==> config.mk <==
export PLATFORM = sky130hd
export DESIGN_NAME = low_power_mode_controller
export DESIGN_NICKNAME = d
export VERILOG_FILES = /design/src/design/lpm_pkg.sv /design/src/design/low_power_mode_controller.sv
export VERILOG_INCLUDE_DIRS = /design/src /design/src/design
export SDC_FILE = /design/constraint.sdc
export NUM_CORES = 1
export LEC_CHECK = 0
export BUFFER_PORTS_ARGS = -buffer_cell sky130_fd_sc_hd__buf_2
export CAP_MARGIN = 10
export CORE_MARGIN = 10
export CORE_UTILIZATION = 45
export DETAILED_ROUTE_END_ITERATION = 6
export PLACE_DENSITY_LB_ADDON = 0.3
export SETUP_SLACK_MARGIN = 0.4
export SLEW_MARGIN = 20
export SYNTH_ARGS = -nofsm -noshare
export SYNTH_HDL_FRONTEND = slang
export SYNTH_SLANG_ARGS = --single-unit
export TNS_END_PERCENT = 1
==> constraint.sdc <==
create_clock -name mclk -period 6.6 [get_ports mclk]
set_input_delay 0 -clock mclk [delete_from_list [all_inputs] [get_ports mclk]]
set_output_delay 0 -clock mclk [all_outputs]
set_load 0.05 [all_outputs]
==> src/design/lpm_regs.svh <==
// Purpose: offsets, field positions, reset values and timing for the low-power controller
// Assumes: Avalon-MM word addressing as byte offsets, 32-bit data
// Notes:   warm-up figures are in microseconds at the nominal oscillator rates
`ifndef LPM_REGS_SVH
`define LPM_REGS_SVH

`define SYSCTL1_OFS      8'h00
`define SYSCTL2_OFS      8'h04
`define WAKEKEY_OFS      8'h08
`define TBCTL_OFS        8'h0c
`define INTCTL_OFS       8'h10
`define STATUS_OFS       8'h14

// system_control_one
`define S1_STOP          7
`define S1_EXITSEL       6
`define S1_RETSLOW       5
`define S1_WUT_HI        3
`define S1_WUT_LO        2
`define S1_RESET         8'h00
// system_control_two
`define S2_XEN           7
`define S2_XTEN          6
`define S2_SYSCK         5
`define S2_IDLE          4
`define S2_GENERATOR_HALT_BIT        2
`define S2_RESET         8'h80
// interrupt control register: master, individual enables, latch-8 selector, divide and dual bits; then timebase control enable
`define IC_IMF           0
`define IC_EFTB          1
`define IC_EFWAKE        2
`define IC_L8SEL         3
`define IC_DIV1          4
`define IC_DUAL          5
`define IC_RESET         8'h00
`define TB_EN            7
`define TB_RESET         8'h00

// Warm-up times, microseconds, for normal return with divide bit zero and slow return
`define WU_N0_US         12288
`define WU_N1_US         4096
`define WU_N2_US         3072
`define WU_N3_US         1024
`define WU_S0_US         750000
`define WU_S1_US         250000
`define WU_S2_US         5850
`define WU_S3_US         1950
`define CLK_MHZ          200
`endif

==> src/design/lpm_pkg.sv <==
// Purpose: types of the low-power controller
// Assumes: nothing
// Notes:   mode codes are binary and fixed
package lpm_pkg;
    typedef enum logic [2:0] {
        RUN_ST    = 3'b000,
        STOP_ST   = 3'b001,
        WARM_ST   = 3'b010,
        IDLE_ST   = 3'b011,
        HALT0_ST  = 3'b100
    } mode_type;
endpackage : lpm_pkg

==> src/design/low_power_mode_controller.sv <==
// Purpose: sequences stop entry, stop exit with S1_EXITSEL clear, and idle1/2, sleep1/2 and idle0/sleep0 entry and exit
// Assumes: CPU fetch and interrupt controller outside; pins synchronous to mclk
// Notes:   warm-up counted by a divider from mclk; count parameters shorten simulation
//
// Our own choices: the address map and the Avalon-MM slave port.
`timescale 1ns/1ps
`include "lpm_regs.svh"
module low_power_mode_controller #(
    // Odd codes run a third of the even code below them
    parameter int unsigned WARM_N0 = `WU_N0_US * `CLK_MHZ,
    parameter int unsigned WARM_N1 = WARM_N0 / 3,
    parameter int unsigned WARM_N2 = `WU_N2_US * `CLK_MHZ,
    parameter int unsigned WARM_N3 = WARM_N2 / 3,
    parameter int unsigned WARM_S0 = `WU_S0_US * `CLK_MHZ,
    parameter int unsigned WARM_S1 = WARM_S0 / 3,
    parameter int unsigned WARM_S2 = `WU_S2_US * `CLK_MHZ,
    parameter int unsigned WARM_S3 = WARM_S2 / 3
) (
    input  wire logic        mclk,
    input  wire logic        rst_n,
    input  wire logic [7:0]  address,
    input  wire logic        read,
    input  wire logic        write,
    input  wire logic [31:0] writedata,
    output logic      [31:0] readdata,
    output logic             waitrequest,
    input  wire logic        stopPin,
    input  wire logic        wakeRequest,
    input  wire logic        watchdogIrq,
    input  wire logic        timebaseSource,
    output logic             cpuHalt,
    output logic             watchdogHalt,
    output logic             peripheralClockGate,
    output logic             highOscEnable,
    output logic             lowOscEnable,
    output logic             resumePulse,
    output logic             serviceRequest,
    output logic             timebaseInterrupt,
    output logic             dividerClear
);
    logic [7:0]        system_control_one;
    logic [7:0]        system_control_two;
    logic [7:0]        wakeup_key_control_reg;
    logic [7:0]        timebase_control_reg;
    logic [7:0]        intCtl;
    lpm_pkg::mode_type mode;
    logic [31:0]       prescaler;
    logic              stopPinLast;
    logic              tbLast;
    logic              ack;
    logic              wrStb;
    logic              stopRise;
    logic              tbFall;
    logic              halt0Exit;
    logic              idleExit;
    logic              warmDone;
    logic              allThree;
    logic [31:0]       warmTarget;

    function automatic logic [31:0] pick_warm(input logic [1:0] sel, input logic slow,
                                              input logic div1);
        logic [31:0] t;
        t = 32'h0;
        if (slow)
        begin
            case (sel)
                2'b00:   t = WARM_S0;
                2'b01:   t = WARM_S1;
                2'b10:   t = WARM_S2;
                default: t = WARM_S3;
            endcase
        end
        else
        begin
            case (sel)
                2'b00:   t = WARM_N0;
                2'b01:   t = WARM_N1;
                2'b10:   t = WARM_N2;
                default: t = WARM_N3;
            endcase
            if (div1)
                t = {t[30:0], 1'b0};
        end
        return t;
    endfunction : pick_warm

    // Oscillators restarted on stop exit, high then low
    function automatic logic [1:0] restart_osc(input logic slow, input logic dual);
        logic [1:0] r;
        r = 2'b10;
        if (dual)
            r = slow ? 2'b01 : 2'b11;
        return r;
    endfunction : restart_osc

    function automatic logic wr_hit(input logic stb, input logic [7:0] a,
                                    input logic [7:0] ofs);
        return stb && (a == ofs);
    endfunction : wr_hit

    // One wait state: every access is answered on the second edge
    assign waitrequest = (read | write) & ~ack;
    assign wrStb       = write & ack;
    always_ff @(posedge mclk)
    begin
        if (!rst_n)
            ack <= 1'b0;
        else
            ack <= (read | write) & ~ack;
    end

    always_ff @(posedge mclk)
    begin
        // Read data is taken on the first cycle and stands at the answering edge
        if (!rst_n)
            readdata <= 32'h0;
        else if (read & ~ack)
        begin
            case (address)
                `SYSCTL1_OFS: readdata <= {24'h0, system_control_one[7:2], 2'b00};
                `SYSCTL2_OFS: readdata <= {24'h0, system_control_two[7:4], 1'b0,
                                           system_control_two[2], 2'b00};
                `WAKEKEY_OFS: readdata <= {24'h0, wakeup_key_control_reg};
                `TBCTL_OFS:   readdata <= {24'h0, timebase_control_reg};
                `INTCTL_OFS:  readdata <= {24'h0, intCtl};
                `STATUS_OFS:  readdata <= {29'h0, mode};
                default:      readdata <= 32'h0;
            endcase
        end
    end

    assign stopRise  = stopPin & ~stopPinLast;
    assign tbFall    = ~timebaseSource & tbLast;
    assign halt0Exit = (mode == lpm_pkg::HALT0_ST) && tbFall;
    assign idleExit  = (mode == lpm_pkg::IDLE_ST) && wakeRequest;
    assign warmDone  = (mode == lpm_pkg::WARM_ST) && (prescaler >= warmTarget);
    // Timebase service needs master, individual and timer enables together
    assign allThree  = intCtl[`IC_IMF] & intCtl[`IC_EFTB] & timebase_control_reg[`TB_EN];

    always_ff @(posedge mclk)
    begin
        // Stop pin idles high, so reset must not fake a rise
        stopPinLast <= rst_n ? stopPin : 1'b1;
        tbLast      <= rst_n ? timebaseSource : 1'b0;
    end

    // Reset pin drops every mode straight back to run, normal1 register values
    // With idle and halt both set, idle goes first and halt follows its exit
    always_ff @(posedge mclk)
    begin
        if (!rst_n)
            mode <= lpm_pkg::RUN_ST;
        else
        begin
            case (mode)
                lpm_pkg::RUN_ST:
                begin
                    if (system_control_one[`S1_STOP])
                        mode <= lpm_pkg::STOP_ST;
                    else if (system_control_two[`S2_IDLE] && !watchdogIrq)
                        mode <= lpm_pkg::IDLE_ST;
                    else if (system_control_two[`S2_GENERATOR_HALT_BIT])
                        mode <= lpm_pkg::HALT0_ST;
                end
                lpm_pkg::STOP_ST:
                begin
                    if (!system_control_one[`S1_EXITSEL] && stopRise)
                        mode <= lpm_pkg::WARM_ST;
                end
                lpm_pkg::WARM_ST:
                begin
                    if (warmDone)
                        mode <= lpm_pkg::RUN_ST;
                end
                lpm_pkg::IDLE_ST:
                begin
                    if (idleExit)
                        mode <= lpm_pkg::RUN_ST;
                end
                lpm_pkg::HALT0_ST:
                begin
                    if (halt0Exit)
                        mode <= lpm_pkg::RUN_ST;
                end
                default: mode <= lpm_pkg::RUN_ST;
            endcase
        end
    end

    // Warm-up counted on the divider chain, which restarts from zero at exit
    always_ff @(posedge mclk)
    begin
        if (!rst_n)
            prescaler <= 32'h0;
        else if (mode == lpm_pkg::STOP_ST)
            prescaler <= 32'h0;
        else
            prescaler <= prescaler + 32'h1;
    end

    always_ff @(posedge mclk)
    begin
        if (!rst_n)
            warmTarget <= 32'h1;
        // Latched while stopped so a write during warm-up cannot move it
        else if (mode == lpm_pkg::STOP_ST)
            warmTarget <= pick_warm(system_control_one[`S1_WUT_HI:`S1_WUT_LO],
                                    system_control_one[`S1_RETSLOW],
                                    intCtl[`IC_DIV1]);
    end

    always_ff @(posedge mclk)
    begin
        if (!rst_n)
            system_control_one <= `S1_RESET;
        // Stop bit drops at the end of warm-up, ahead of a same-cycle write
        else if (warmDone)
            system_control_one[`S1_STOP] <= 1'b0;
        else if (wr_hit(wrStb, address, `SYSCTL1_OFS))
            system_control_one <= writedata[7:0];
    end

    // Hardware clear of idle and halt bits wins over a same-cycle write
    always_ff @(posedge mclk)
    begin
        if (!rst_n)
            system_control_two <= `S2_RESET;
        else if (idleExit || (mode == lpm_pkg::RUN_ST && system_control_two[`S2_IDLE]
                              && watchdogIrq))
            system_control_two[`S2_IDLE] <= 1'b0;
        else if (halt0Exit)
            system_control_two[`S2_GENERATOR_HALT_BIT] <= 1'b0;
        else if (warmDone)
        begin
            // The oscillators left running after stop exit are those restarted
            {system_control_two[`S2_XEN], system_control_two[`S2_XTEN]} <=
                restart_osc(system_control_one[`S1_RETSLOW], intCtl[`IC_DUAL]);
        end
        else if (wr_hit(wrStb, address, `SYSCTL2_OFS))
            system_control_two <= writedata[7:0];
    end

    always_ff @(posedge mclk)
    begin
        if (!rst_n)
        begin
            wakeup_key_control_reg <= 8'h00;
            timebase_control_reg   <= `TB_RESET;
            intCtl                 <= `IC_RESET;
        end
        else if (wrStb)
        begin
            case (address)
                `WAKEKEY_OFS: wakeup_key_control_reg <= writedata[7:0];
                `TBCTL_OFS:   timebase_control_reg   <= writedata[7:0];
                `INTCTL_OFS:  intCtl                 <= writedata[7:0];
                default:      ;
            endcase
        end
    end

    always_ff @(posedge mclk)
    begin
        if (!rst_n)
        begin
            resumePulse       <= 1'b0;
            serviceRequest    <= 1'b0;
            timebaseInterrupt <= 1'b0;
            dividerClear      <= 1'b0;
        end
        else
        begin
            resumePulse       <= warmDone || (idleExit && !intCtl[`IC_IMF])
                                 || (halt0Exit && (!allThree || intCtl[`IC_L8SEL]));
            serviceRequest    <= (idleExit && intCtl[`IC_IMF])
                                 || (halt0Exit && allThree && !intCtl[`IC_L8SEL]);
            timebaseInterrupt <= halt0Exit && timebase_control_reg[`TB_EN];
            dividerClear      <= (mode == lpm_pkg::STOP_ST) && (stopRise
                                 && !system_control_one[`S1_EXITSEL]);
        end
    end

    // Stop: all halted; idle: CPU and watchdog only; halt0: peripherals gated too
    always_ff @(posedge mclk)
    begin
        if (!rst_n)
        begin
            cpuHalt             <= 1'b0;
            watchdogHalt        <= 1'b0;
            peripheralClockGate <= 1'b0;
            highOscEnable       <= 1'b1;
            lowOscEnable        <= 1'b0;
        end
        else
        begin
            cpuHalt             <= (mode != lpm_pkg::RUN_ST);
            watchdogHalt        <= (mode != lpm_pkg::RUN_ST);
            peripheralClockGate <= (mode == lpm_pkg::STOP_ST) || (mode == lpm_pkg::WARM_ST)
                                   || (mode == lpm_pkg::HALT0_ST);
            if (mode == lpm_pkg::STOP_ST)
            begin
                highOscEnable <= 1'b0;
                lowOscEnable  <= 1'b0;
            end
            else if (mode == lpm_pkg::WARM_ST)
            begin
                {highOscEnable, lowOscEnable} <= restart_osc(system_control_one[`S1_RETSLOW],
                                                             intCtl[`IC_DUAL]);
            end
            else
            begin
                highOscEnable <= system_control_two[`S2_XEN];
                lowOscEnable  <= system_control_two[`S2_XTEN];
            end
        end
    end
endmodule : low_power_mode_controller

# After elaboration in Yosys (flattened, before gate mapping)
# Index checks and enable logic that the tools add are counted.
# word_totals
in_bits,48
out_inout_bits,42
reg_bits,150
word_cells,126
# classes
n_eq_ne,17
n_addsub,1
magnitude_cmp,1
muxes,22
n_bitwise,15
reduce_logical,46
# op_table
op,count
$pmux W28 S3,1
$pmux W22 S3,1
$mux W32,2
$pmux W8 S6,1
$add A32 B1 Y32 const B,1
$ge A32 B32 Y1,1
$mux W3,8
$eq A8 B4 Y1 const B,2
$eq A8 B5 Y1 const B,2
$logic_and A1 B1 Y1,16
$pmux W3 S5,1
$reduce_and A3 Y1,3
$eq A8 B3 Y1 const B,1
$logic_not A8 Y1,1
$mux W8,1
$ne A2 B2 Y1 const B,4
$reduce_and A2 Y1,4
$and A1 B1 Y1,7
$logic_or A1 B1 Y1,7
$not A1 Y1,7
$eq A3 B2 Y1 const B,2
$mux W2,3
$reduce_or A2 Y1,3
$logic_not A1 Y1,5
other kinds (14),18

# Longest topological paths before layout
# Gate-level depths: netlist of run 1.
# logic_depth
depth_word,6
depth_mapped,10
mapped_depth_nobuf,9

# Worst setup path before layout of run 1
# OpenSTA, ideal clock, no wires.
# synth_timing
path_kind,reg-to-reg
startpoint,register warmTarget[25]
endpoint,register system_control_two[7]
path_stages_with_launch,10
period_less_slack_ns,2.456
path_buffers,0
setup_ns,0.122
path_slack_ns,4.144
t_required_ns,6.478
t_arrival_ns,2.334
path_cell_list,dfxtp_1 inv_1 ha_1 or4bb_1 nor4_4 o311ai_1 and2_4 a21oi_4 o21ai_0 a221o_1
# synth_between
elab_chain_cells,4
word_cells_on_any_way,5
cone_classes,order compare: 1; mux: 1; reduce/logical: 3
# synth_lines
element,line,rtl
start: declaration,low_power_mode_controller.sv:58,logic [31:0] warmTarget;
start signal: assignment,low_power_mode_controller.sv:207,"warmTarget <= pick_warm(system_control_one[`S1_WUT_HI:`S1_WUT_LO],"
$ge A32 B32 Y1 *,low_power_mode_controller.sv:136,assign warmDone = (mode == lpm_pkg::WARM_ST) && (prescaler >= warmTarget);
$logic_and A1 B1 Y1 *,low_power_mode_controller.sv:136,
$reduce_bool A2 Y1 (no source line),--,
$reduce_and A3 Y1 (no source line),--,
end signal: assignment,low_power_mode_controller.sv:227,system_control_two <= `S2_RESET;
end signal: indexed assignment,low_power_mode_controller.sv:236,"{system_control_two[`S2_XEN], system_control_two[`S2_XTEN]} <="
end signal: assignment,low_power_mode_controller.sv:240,system_control_two <= writedata[7:0];
end: declaration,low_power_mode_controller.sv:42,logic [7:0] system_control_two;
# Mark *: on every way between the ends. The rest lies on a longest branch, timed or not.
# A chain may end at the register's enable or synchronous reset.

# Worst setup path after layout of run 1
# Ends and elaborated chain as after synthesis.

==> impl_metrics.tcl, run 1 <==
set metrics [dict create \
    netlist_instances 656 \
    largest_reg_flops 32 \
    vias 4520 \
    tightest_slew_ns 1.069 \
    clockRootBuffer "clkbuf_16" \
    power_density_nw_per_um2 206.8 \
    drv_cap 0 \
    status "finished, final reports clean" \
    fin_ws_ns 3.680 \
    clock-sinks 108 \
    reg2reg_from "warmTarget[25]" \
    drt_iter0_markers 303 \
    ys_ff_latch 108 \
    hpwl_mm 9.569 \
    die_area_um2 17110 \
    remaining_drc_errors 0 \
    hp-class "in -> reg" \
    viasPerCell 5.375 \
    synth_edf_count 0 \
    crit_start "warmTarget[25]" \
    relSlewSlack_pct 28.56 \
    cts.repair.resized 0 \
    synth_most_common_cell "dfxtp_1" \
    end_kind "flop" \
    drive_gt1_share_pct 10.66 \
    h-tree-depth 3 \
    cp.arrival_ns 3.16 \
    reg_top3 "prescaler: 32 flops, warmTarget: 19 flops" \
    drv_slew 0 \
    antenna_found_initial 0 \
    critPathLaunchType "flop" \
    rows 40 \
    hold_viol 0 \
    grt_util_all_layers_pct 15.20 \
    ios 90 \
    clk_latency_ns 0.35 \
    fillCellCount 1164 \
    ys_warn_count 0 \
    synth-async-reset-ratio_pct 0 \
    finalCritPeriodShare_pct 44.24 \
    regMostFlops "prescaler" \
    grt_pass1_wl_mm 21.45 \
    finalWirelength_mm 12.81 \
    place_ws_ns 3.709 \
    cp_data_required_time_ns 6.84 \
    period_needed_ns 2.920 \
    grt_max_degree 43 \
    coreArea_um2 12010 \
    rsz0062_at_grt "false" \
    avgSynthCellArea_um2 8.423 \
    synth_top_area_share_pct 39.13 \
    leakagePower_uw 0.002393 \
    first_global_vias 4449 \
    firstDrtPassIters 4 \
    start_util_pct 46.00 \
    postRouteAntennaNets 0 \
    fin_tns_setup_ns 0 \
    synth_cell_types 60 \
    max_freq_mhz 342.5 \
    yosys.area.top_type "dfxtp_1" \
    numCtsBuffers 9 \
    area_delta_synth_final_pct 10.58 \
    synth_area_leaders "dfxtp_1, ha_1, mux2i_1, nor2_1, nand2_1" \
    syn_area_um2 5525 \
    antennaDiodeCount 0 \
    synth_flop_cell "dfxtp_1" \
    portBuffers 41 \
    synth_seq_area_share_pct 39.13 \
    wl_per_cell_um 15.24 \
    total_power_uw 1263 \
    cts_tree "done" \
    dieWidth_um 130.8 \
    cp_max_fo 12 \
    ys_top_cells_by_count "dfxtp_1, nor2_1, nand2_1, a21oi_1, mux2i_1" \
    die_h_um 130.8 \
    path_class "reg -> reg" \
    cts.path.max_buffers 2 \
    setup_violations 0 \
    place_congestion 0.9157 \
    overflow 0 \
    finClkSkew_ns 0.01219 \
    clkTransAtPathRegs_ns 0.07 \
    cts_setup_buffers 0 \
    nets 765 \
    hold_start "rst_n" \
    ir_drop_uv 111.0 \
]
## what timing repair did
item / 4_1_cts / 5_1_grt
hold buffers: 13 / 0
endpoints found under the setup margin: 0 / 0
endpoints found under the hold margin: 29 / 0
## cell type report
class / instances / area, um2 / share of cell area [%]
multi-input combinational: 489 / 3038 / 49.72
sequential: 108 / 2162 / 35.39
timing repair buffer: 55 / 342.8 / 5.611
clock buffer: 11 / 242.7 / 3.973
tap: 147 / 183.9 / 3.010
inverter: 26 / 97.59 / 1.597
clock inverter: 5 / 42.54 / 0.6963
## cells in the final DEF, fill, tap and decap left out, drive strengths merged, types with 8 or more instances in the layout
cell and n:
nand2 70, nand3 23, mux2i 35, conb 24, or3 9, xor2 21, dlygate4sd3 13, nor2 90
nand4 10, nand2b 8, a21oi 43, ha 28, inv 29, nor2b 9, a211oi 9, clkbuf 11
buf 42, dfxtp 108, o21ai 23, nor3 11
## final timing paths
| check | endpoint | slack, ns | cells after the start |
|---|---|---|---|
| worst max register to register | system_control_two[7] | 3.68 | 9 |
| worst max-delay path | system_control_two[7] | 3.68 | 9 |
| worst min register to register | warmTarget[0] | 0.45 | 2 |
| worst min-delay path | warmTarget[0] | 0.04 | 2 |
## metrics by stage
step / instances / instance area, um2 / util [%] / hold slack, ns
floorplan: 679 / 5612 / - / 0.1015
global placement: 812 / 5694 / 47.41 / 0.2162
detailed placement: 812 / 5694 / 47.41 / 0.2236
CTS: 841 / 6110 / 50.86 / 0.03876
global route: 841 / 6110 / 50.86 / 0.06119
finish: 841 / 6110 / 50.86 / 0.03861
## where the power goes
group	switching, uW	leakage, uW	internal [uW]	total, uW
Sequential	2.45	0.000871	654	656
Combinational	61.7	0.00138	18.8	80.5
Clock	254	0.000142	272	527
## worst max-delay path, cell delays in order (launching register included)
cell	delay (ns)
dfxtp_1	0.35
inv_1	0.06
ha_1	0.29
or4bb_1	0.57
nor4_4	0.34
o311ai_1	0.15
and2_4	0.20
a21oi_4	0.33
o21ai_0	0.21
a221o_1	0.32
## kinds of logic (layout without fill, tap and decap cells)
group                    after synthesis  count (layout)  share of synthesized area (%)
AND/OR/NAND/NOR                      263             263                          23.28
adder cells (fa/ha/maj)               28              28                          6.341
other                                  1              24                        0.06787
XOR/XNOR                              25              25                          3.963
AO/OA/AOI/OAI                        110             110                          12.61
multiplexers                          39              39                          7.156
flip-flops                           108             108                          39.13
buffers and inverters                 82              97                          7.450
## layer usage
metal | global-route usage, % | vias to the layer above | routed length (um)
met5 | 0 | - | 0
met4 | 5.690 | 0 | 246
met3 | 3.586 | 19 | 585
met2 | 26.20 | 111 | 6245
met1 | 17.93 | 2107 | 5737
li1 | - | 2283 | -
No activity file was read; power rests on OpenSTA's default activity.
==> run 2, diff against run 1 <==
clock period = 2.5 ns   (was 6.6 ns; I/O delays follow)
==> impl_metrics.tcl, run 2 (synthesized netlist as in run 1, its figures left out) <==
set metrics [dict create \
    firstDrtPassIters 5 \
    layout_common_cells "dfxtp_1, nor2_1, nand2_1" \
    slowest_stage "or4bb_4" \
    multi_input_area_um2 3124 \
    die_h_um 130.8 \
    cts_tree "done" \
    ir_drop_uv 374.4 \
    finClkSkew_ns 0.01040 \
    drv_cap 0 \
    fin_area_um2 6330 \
    place_congestion 0.9055 \
    violations "negative setup slack" \
    setup_violations 2 \
    cp_data_required_time_ns 2.75 \
    fin_ws_ns -0.06043 \
    vias 4578 \
    total_power_uw 3313 \
    cp_max_fo 3 \
    fin_tns_setup_ns -0.1196 \
    hold_viol 0 \
    leakagePower_uw 0.002494 \
    clkPwrFrac_pct 41.2 \
    seq_power_share_pct 52.3 \
    status "finished with violations" \
    cts.path.max_buffers 2 \
    placed_area_um2 5831 \
    power_density_nw_per_um2 523.4 \
    start_util_pct 46.00 \
    antenna_found_initial 0 \
    switching_share_pct 25.62 \
    grt_util_met3_pct 4.754 \
    met2_usage_pct 25.57 \
    finalCritPeriodShare_pct 102.4 \
    worstPathCellList "inv_2 -> ha_4 -> or4bb_4 -> nor4_4 -> o311ai_1 -> and2_4 -> a21oi_4 -> o21ai_1 -> a221o_1" \
    cp.arrival_ns 2.81 \
    numCtsBuffers 9 \
    first_global_vias 4394 \
    postRouteAntennaNets 0 \
    r2r-end "system_control_two[7]" \
    path_class "reg -> reg" \
    remaining_drc_errors 0 \
    hpwl_mm 9.445 \
    crit_start "warmTarget[27]" \
    rsz0062_at_grt "true" \
    viasPerCell 5.342 \
    tightest_slew_ns 0.6234 \
    largest_reg_flops 32 \
    rows 40 \
    relSlewSlack_pct 58.44 \
    place_ws_ns -0.1210 \
    critPathLaunchType "flop" \
    final_common_cell "dfxtp_1" \
    end_kind "flop" \
    reg2reg_from "warmTarget[27]" \
    cts_setup_buffers 0 \
    grt_pass1_wl_mm 21.22 \
    hp-class "in -> reg" \
    cpPeakStageDelay_ns 0.55 \
    portBuffers 41 \
    final_cells 857 \
    finalWirelength_mm 12.88 \
    drive_gt1_share_pct 15.63 \
    regMostFlops "prescaler" \
    busiest_layer "met2" \
    r2r_slack_ns -0.06 \
    grt_max_degree 59 \
    clockRootBuffer "clkbuf_16" \
    grtUsageMet1_pct 18.57 \
    dieWidth_um 130.8 \
    max_freq_mhz 390.6 \
    overflow 0 \
    clk_latency_ns 0.36 \
    reg_top3 "prescaler: 32 flops, warmTarget: 19 flops" \
    drt_iter0_markers 305 \
    nets 781 \
    placed_cells 828 \
    combPwrFrac_pct 6.5 \
    r2r_cells 9 \
    ios 90 \
    clock-sinks 108 \
    crit_end "system_control_two[7]" \
    clkTransAtPathRegs_ns 0.08 \
    die_area_um2 17110 \
    h-tree-depth 3 \
    wl_per_cell_um 15.02 \
    drv_slew 0 \
    fillCellCount 1113 \
    ff_latch_area_um2 2172 \
    cell_internal_pwr_uw 2464 \
    antennaDiodeCount 0 \
    period_needed_ns 2.560 \
    coreArea_um2 12010 \
    grt_util_all_layers_pct 15.27 \
    p_switching_uw 849.0 \
    area_delta_synth_final_pct 14.56 \
]
## run 2: layout make-up
class	count	share of cell area, %
tap	147	2.906
clock inverter	6	0.7511
timing repair buffer	71	7.511
multi-input combinational	489	49.36
inverter	26	1.542
sequential	108	34.32
clock buffer	10	3.617
## run 2: layer usage
metal / vias to the layer above / routed length, um
met4: 0 / 139
met1: 2144 / 5907
met2: 96 / 6230
met5: - / 0
met3: 13 / 599
li1: 2325 / -
## run 2: worst min-delay path by stage
stage / from / end / slack (ns) / depth (start not counted)
after floorplan: stopPin / stopPinLast / 0.10 / 1
after global placement: stopPin / stopPinLast / 0.22 / 2
after detailed placement: timebaseSource / tbLast / 0.23 / 2
after CTS: rst_n / warmTarget[0] / 0.02 / 2
after global routing: watchdogIrq / mode[0] / 0.05 / 4
final: rst_n / warmTarget[0] / 0.02 / 2
## run 2: power groups by stage
| stage | combinational [uW] | clock, uW | sequential (uW) |
|---|---|---|---|
| finish | 214 | 1360 | 1730 |
| detailed placement | 196 | 0 | 1770 |
| floorplan | 178 | 0 | 1770 |
| global route | 229 | 1470 | 1740 |
| CTS | 211 | 1400 | 1730 |
| global placement | 193 | 0 | 1770 |
## run 2: critical path: cells and delay by family (launching register included)
| kind | cells | cell delay (ns) |
|---|---|---|
| buf+inv | 1 | 0.04 |
| simple gates | 3 | 1.04 |
| fa+ha+maj | 1 | 0.25 |
| compound gates | 4 | 0.79 |
| flops | 1 | 0.33 |
## run 2: through the flow
step	hold slack, ns	util (%)
after floorplan	0.1015	-
after global placement	0.2171	48.54
after detailed placement	0.2259	48.54
after CTS	0.02298	52.28
after global routing	0.05383	52.70
final	0.02383	52.70
## run 2: repair_timing
action / in CTS / in global routing
hold buffers: 13 / 0
pin swaps: 5 / 3
gates resized for setup: 9 / 16
setup endpoints to repair: 20 / 46
endpoints found under the hold margin: 29 / 0
==> run 3, diff against run 2 <==
CORE_UTILIZATION = 51   (was 45)
SETUP_SLACK_MARGIN = 0.5   (was 0.4)
==> impl_metrics.tcl, run 3 (synthesized netlist as in run 1, its figures left out) <==
set metrics [dict create \
    status "finished with violations" \
    violations "negative setup slack" \
    drv_slew 0 \
    cts_setup_buffers 0 \
    fillCellCount 927 \
    fin_ws_ns -0.05718 \
    ff_latch_area_um2 2176 \
    cp_top_family "simple AND/OR/NAND/NOR gates" \
    combPwrFrac_pct 7.3 \
    die_h_um 124.1 \
    switching_share_pct 25.03 \
    viasPerCell 5.535 \
    die_area_um2 15400 \
    fin_area_um2 6290 \
    cp_max_fo 5 \
    area_delta_synth_final_pct 13.84 \
    power_density_nw_per_um2 479.3 \
    placed_cells 821 \
    p_switching_uw 754.5 \
    multi_input_area_um2 3161 \
    drive_gt1_share_pct 17.13 \
    final_common_cell "dfxtp_1" \
    firstDrtPassIters 5 \
    place_congestion 0.8374 \
    start_util_pct 52.81 \
    regMostFlops "prescaler" \
    rows 37 \
    overflow 0 \
    hold_viol 0 \
    setup_violations 5 \
    finalCritPeriodShare_pct 102.3 \
    cell_internal_pwr_uw 2260 \
    final_cells 848 \
    first_global_vias 4514 \
    end_kind "flop" \
    wl_per_cell_um 15.77 \
    drt_iter0_markers 400 \
    grt_pass1_wl_mm 21.80 \
    largest_reg_flops 32 \
    drv_cap 0 \
    remaining_drc_errors 0 \
    cpPeakStageDelay_ns 0.54 \
    antennaDiodeCount 0 \
    tightest_slew_ns 0.6435 \
    seq_power_share_pct 57.6 \
    clkPwrFrac_pct 35.1 \
    vias 4694 \
    clockRootBuffer "clkbuf_8" \
    clkTransAtPathRegs_ns 0.10 \
    hpwl_mm 9.643 \
    relSlewSlack_pct 57.10 \
    portBuffers 41 \
    cp.arrival_ns 2.83 \
    postRouteAntennaNets 0 \
    placed_area_um2 5834 \
    hp-class "in -> reg" \
    grt_util_all_layers_pct 17.35 \
    grt_max_degree 59 \
    cts.path.max_buffers 2 \
    cts_tree "done" \
    h-tree-depth 3 \
    clock-sinks 108 \
    period_needed_ns 2.557 \
    critPathBufInv 1 \
    critPathLaunchType "flop" \
    finalWirelength_mm 13.38 \
    leakagePower_uw 0.002504 \
    slowest_stage "or4bb_4" \
    layout_common_cells "dfxtp_1, nor2_1, nand2_1" \
    r2r_slack_ns -0.06 \
    clk_latency_ns 0.38 \
    ir_drop_uv 312.5 \
    numCtsBuffers 9 \
    max_freq_mhz 391.1 \
    finClkSkew_ns 0.01252 \
    reg_top3 "prescaler: 32 flops, warmTarget: 19 flops" \
    fin_tns_setup_ns -0.1394 \
    path_class "reg -> reg" \
    nets 785 \
    dieWidth_um 124.1 \
    cp_data_required_time_ns 2.78 \
    coreArea_um2 10460 \
    antenna_found_initial 0 \
    worstPathCellList "inv_2 -> ha_4 -> or4bb_4 -> nor4_4 -> o311ai_1 -> and2_4 -> a21oi_4 -> mux2i_1 -> a221o_1" \
    rsz0062_at_grt "true" \
    ios 90 \
]
## run 3: changes by cell type in the layout (fill, tap and decap cells not counted), sizes merged
cell    before  now
buf         58   62
bufinv       0    1
clkinv       3    2
inv         28   26
## run 3: power by group through the flow
stage	registers [uW]	clock network, uW	logic (uW)
floorplan	1770	0	178
global placement	1770	0	195
detailed placement	1770	0	198
CTS	1730	1080	214
global route	1740	1150	235
finish	1740	1060	220
## run 3: worst paths after layout
check / startpoint / endpoint / depth (start not counted)
setup / recovery: warmTarget[25] / system_control_two[7] / 9
hold / removal: watchdogIrq / mode[0] / 4
setup reg to reg: warmTarget[25] / system_control_two[7] / 9
hold reg to reg: warmTarget[0] / warmTarget[0] / 2
## run 3: worst min-delay path, delay by kind of cell
kind	cells	cell delay, ns
buffers and inverters	1	0.09
and+or+nand+nor	1	0.05
AOI/OAI and AO/OA	2	0.20
## run 3: layout make-up
type                    count  area share [%]
inverters                  26           1.552
well taps                 136           2.705
clock buffers              10           2.188
flip-flops and latches    108           34.59
clock inverters             4          0.8156
multi-input cells         489           50.25
repair buffers             75           7.897
## run 3: stage by stage
| stage | worst slack, ns | total power, uW | hold slack (ns) | utilization [%] |
|---|---|---|---|---|
| after detailed placement | -0.1236 | 1972 | 0.2380 | 55.76 |
| final | -0.05718 | 3015 | 0.005226 | 60.12 |
| after CTS | -0.08803 | 3033 | 0.006380 | 59.58 |
| after global placement | -0.01832 | 1968 | 0.2159 | 55.76 |
| after global routing | -0.1594 | 3123 | 0.005317 | 60.12 |
| after floorplan | 0.1096 | 1949 | 0.1015 | - |
## run 3: timing repair
| action | in CTS | in global routing |
|---|---|---|
| hold buffers | 13 | 0 |
| gates resized for setup | 20 | 17 |
| endpoints found under the setup margin | 23 | 47 |
| pin swaps | 8 | 7 |
| hold endpoints to repair | 38 | 0 |
| cloned | 0 | 0 |
## run 3: metal layers
layer | track usage, % | up-vias | share of wire [%] | wire, um
li1 | - | 2334 | - | -
met1 | 21.88 | 2251 | 45 | 6022
met2 | 28.59 | 91 | 49 | 6581
met3 | 4.480 | 18 | 4.6 | 609
met4 | 5.036 | 0 | 1.2 | 163
met5 | 0 | - | 0 | 0
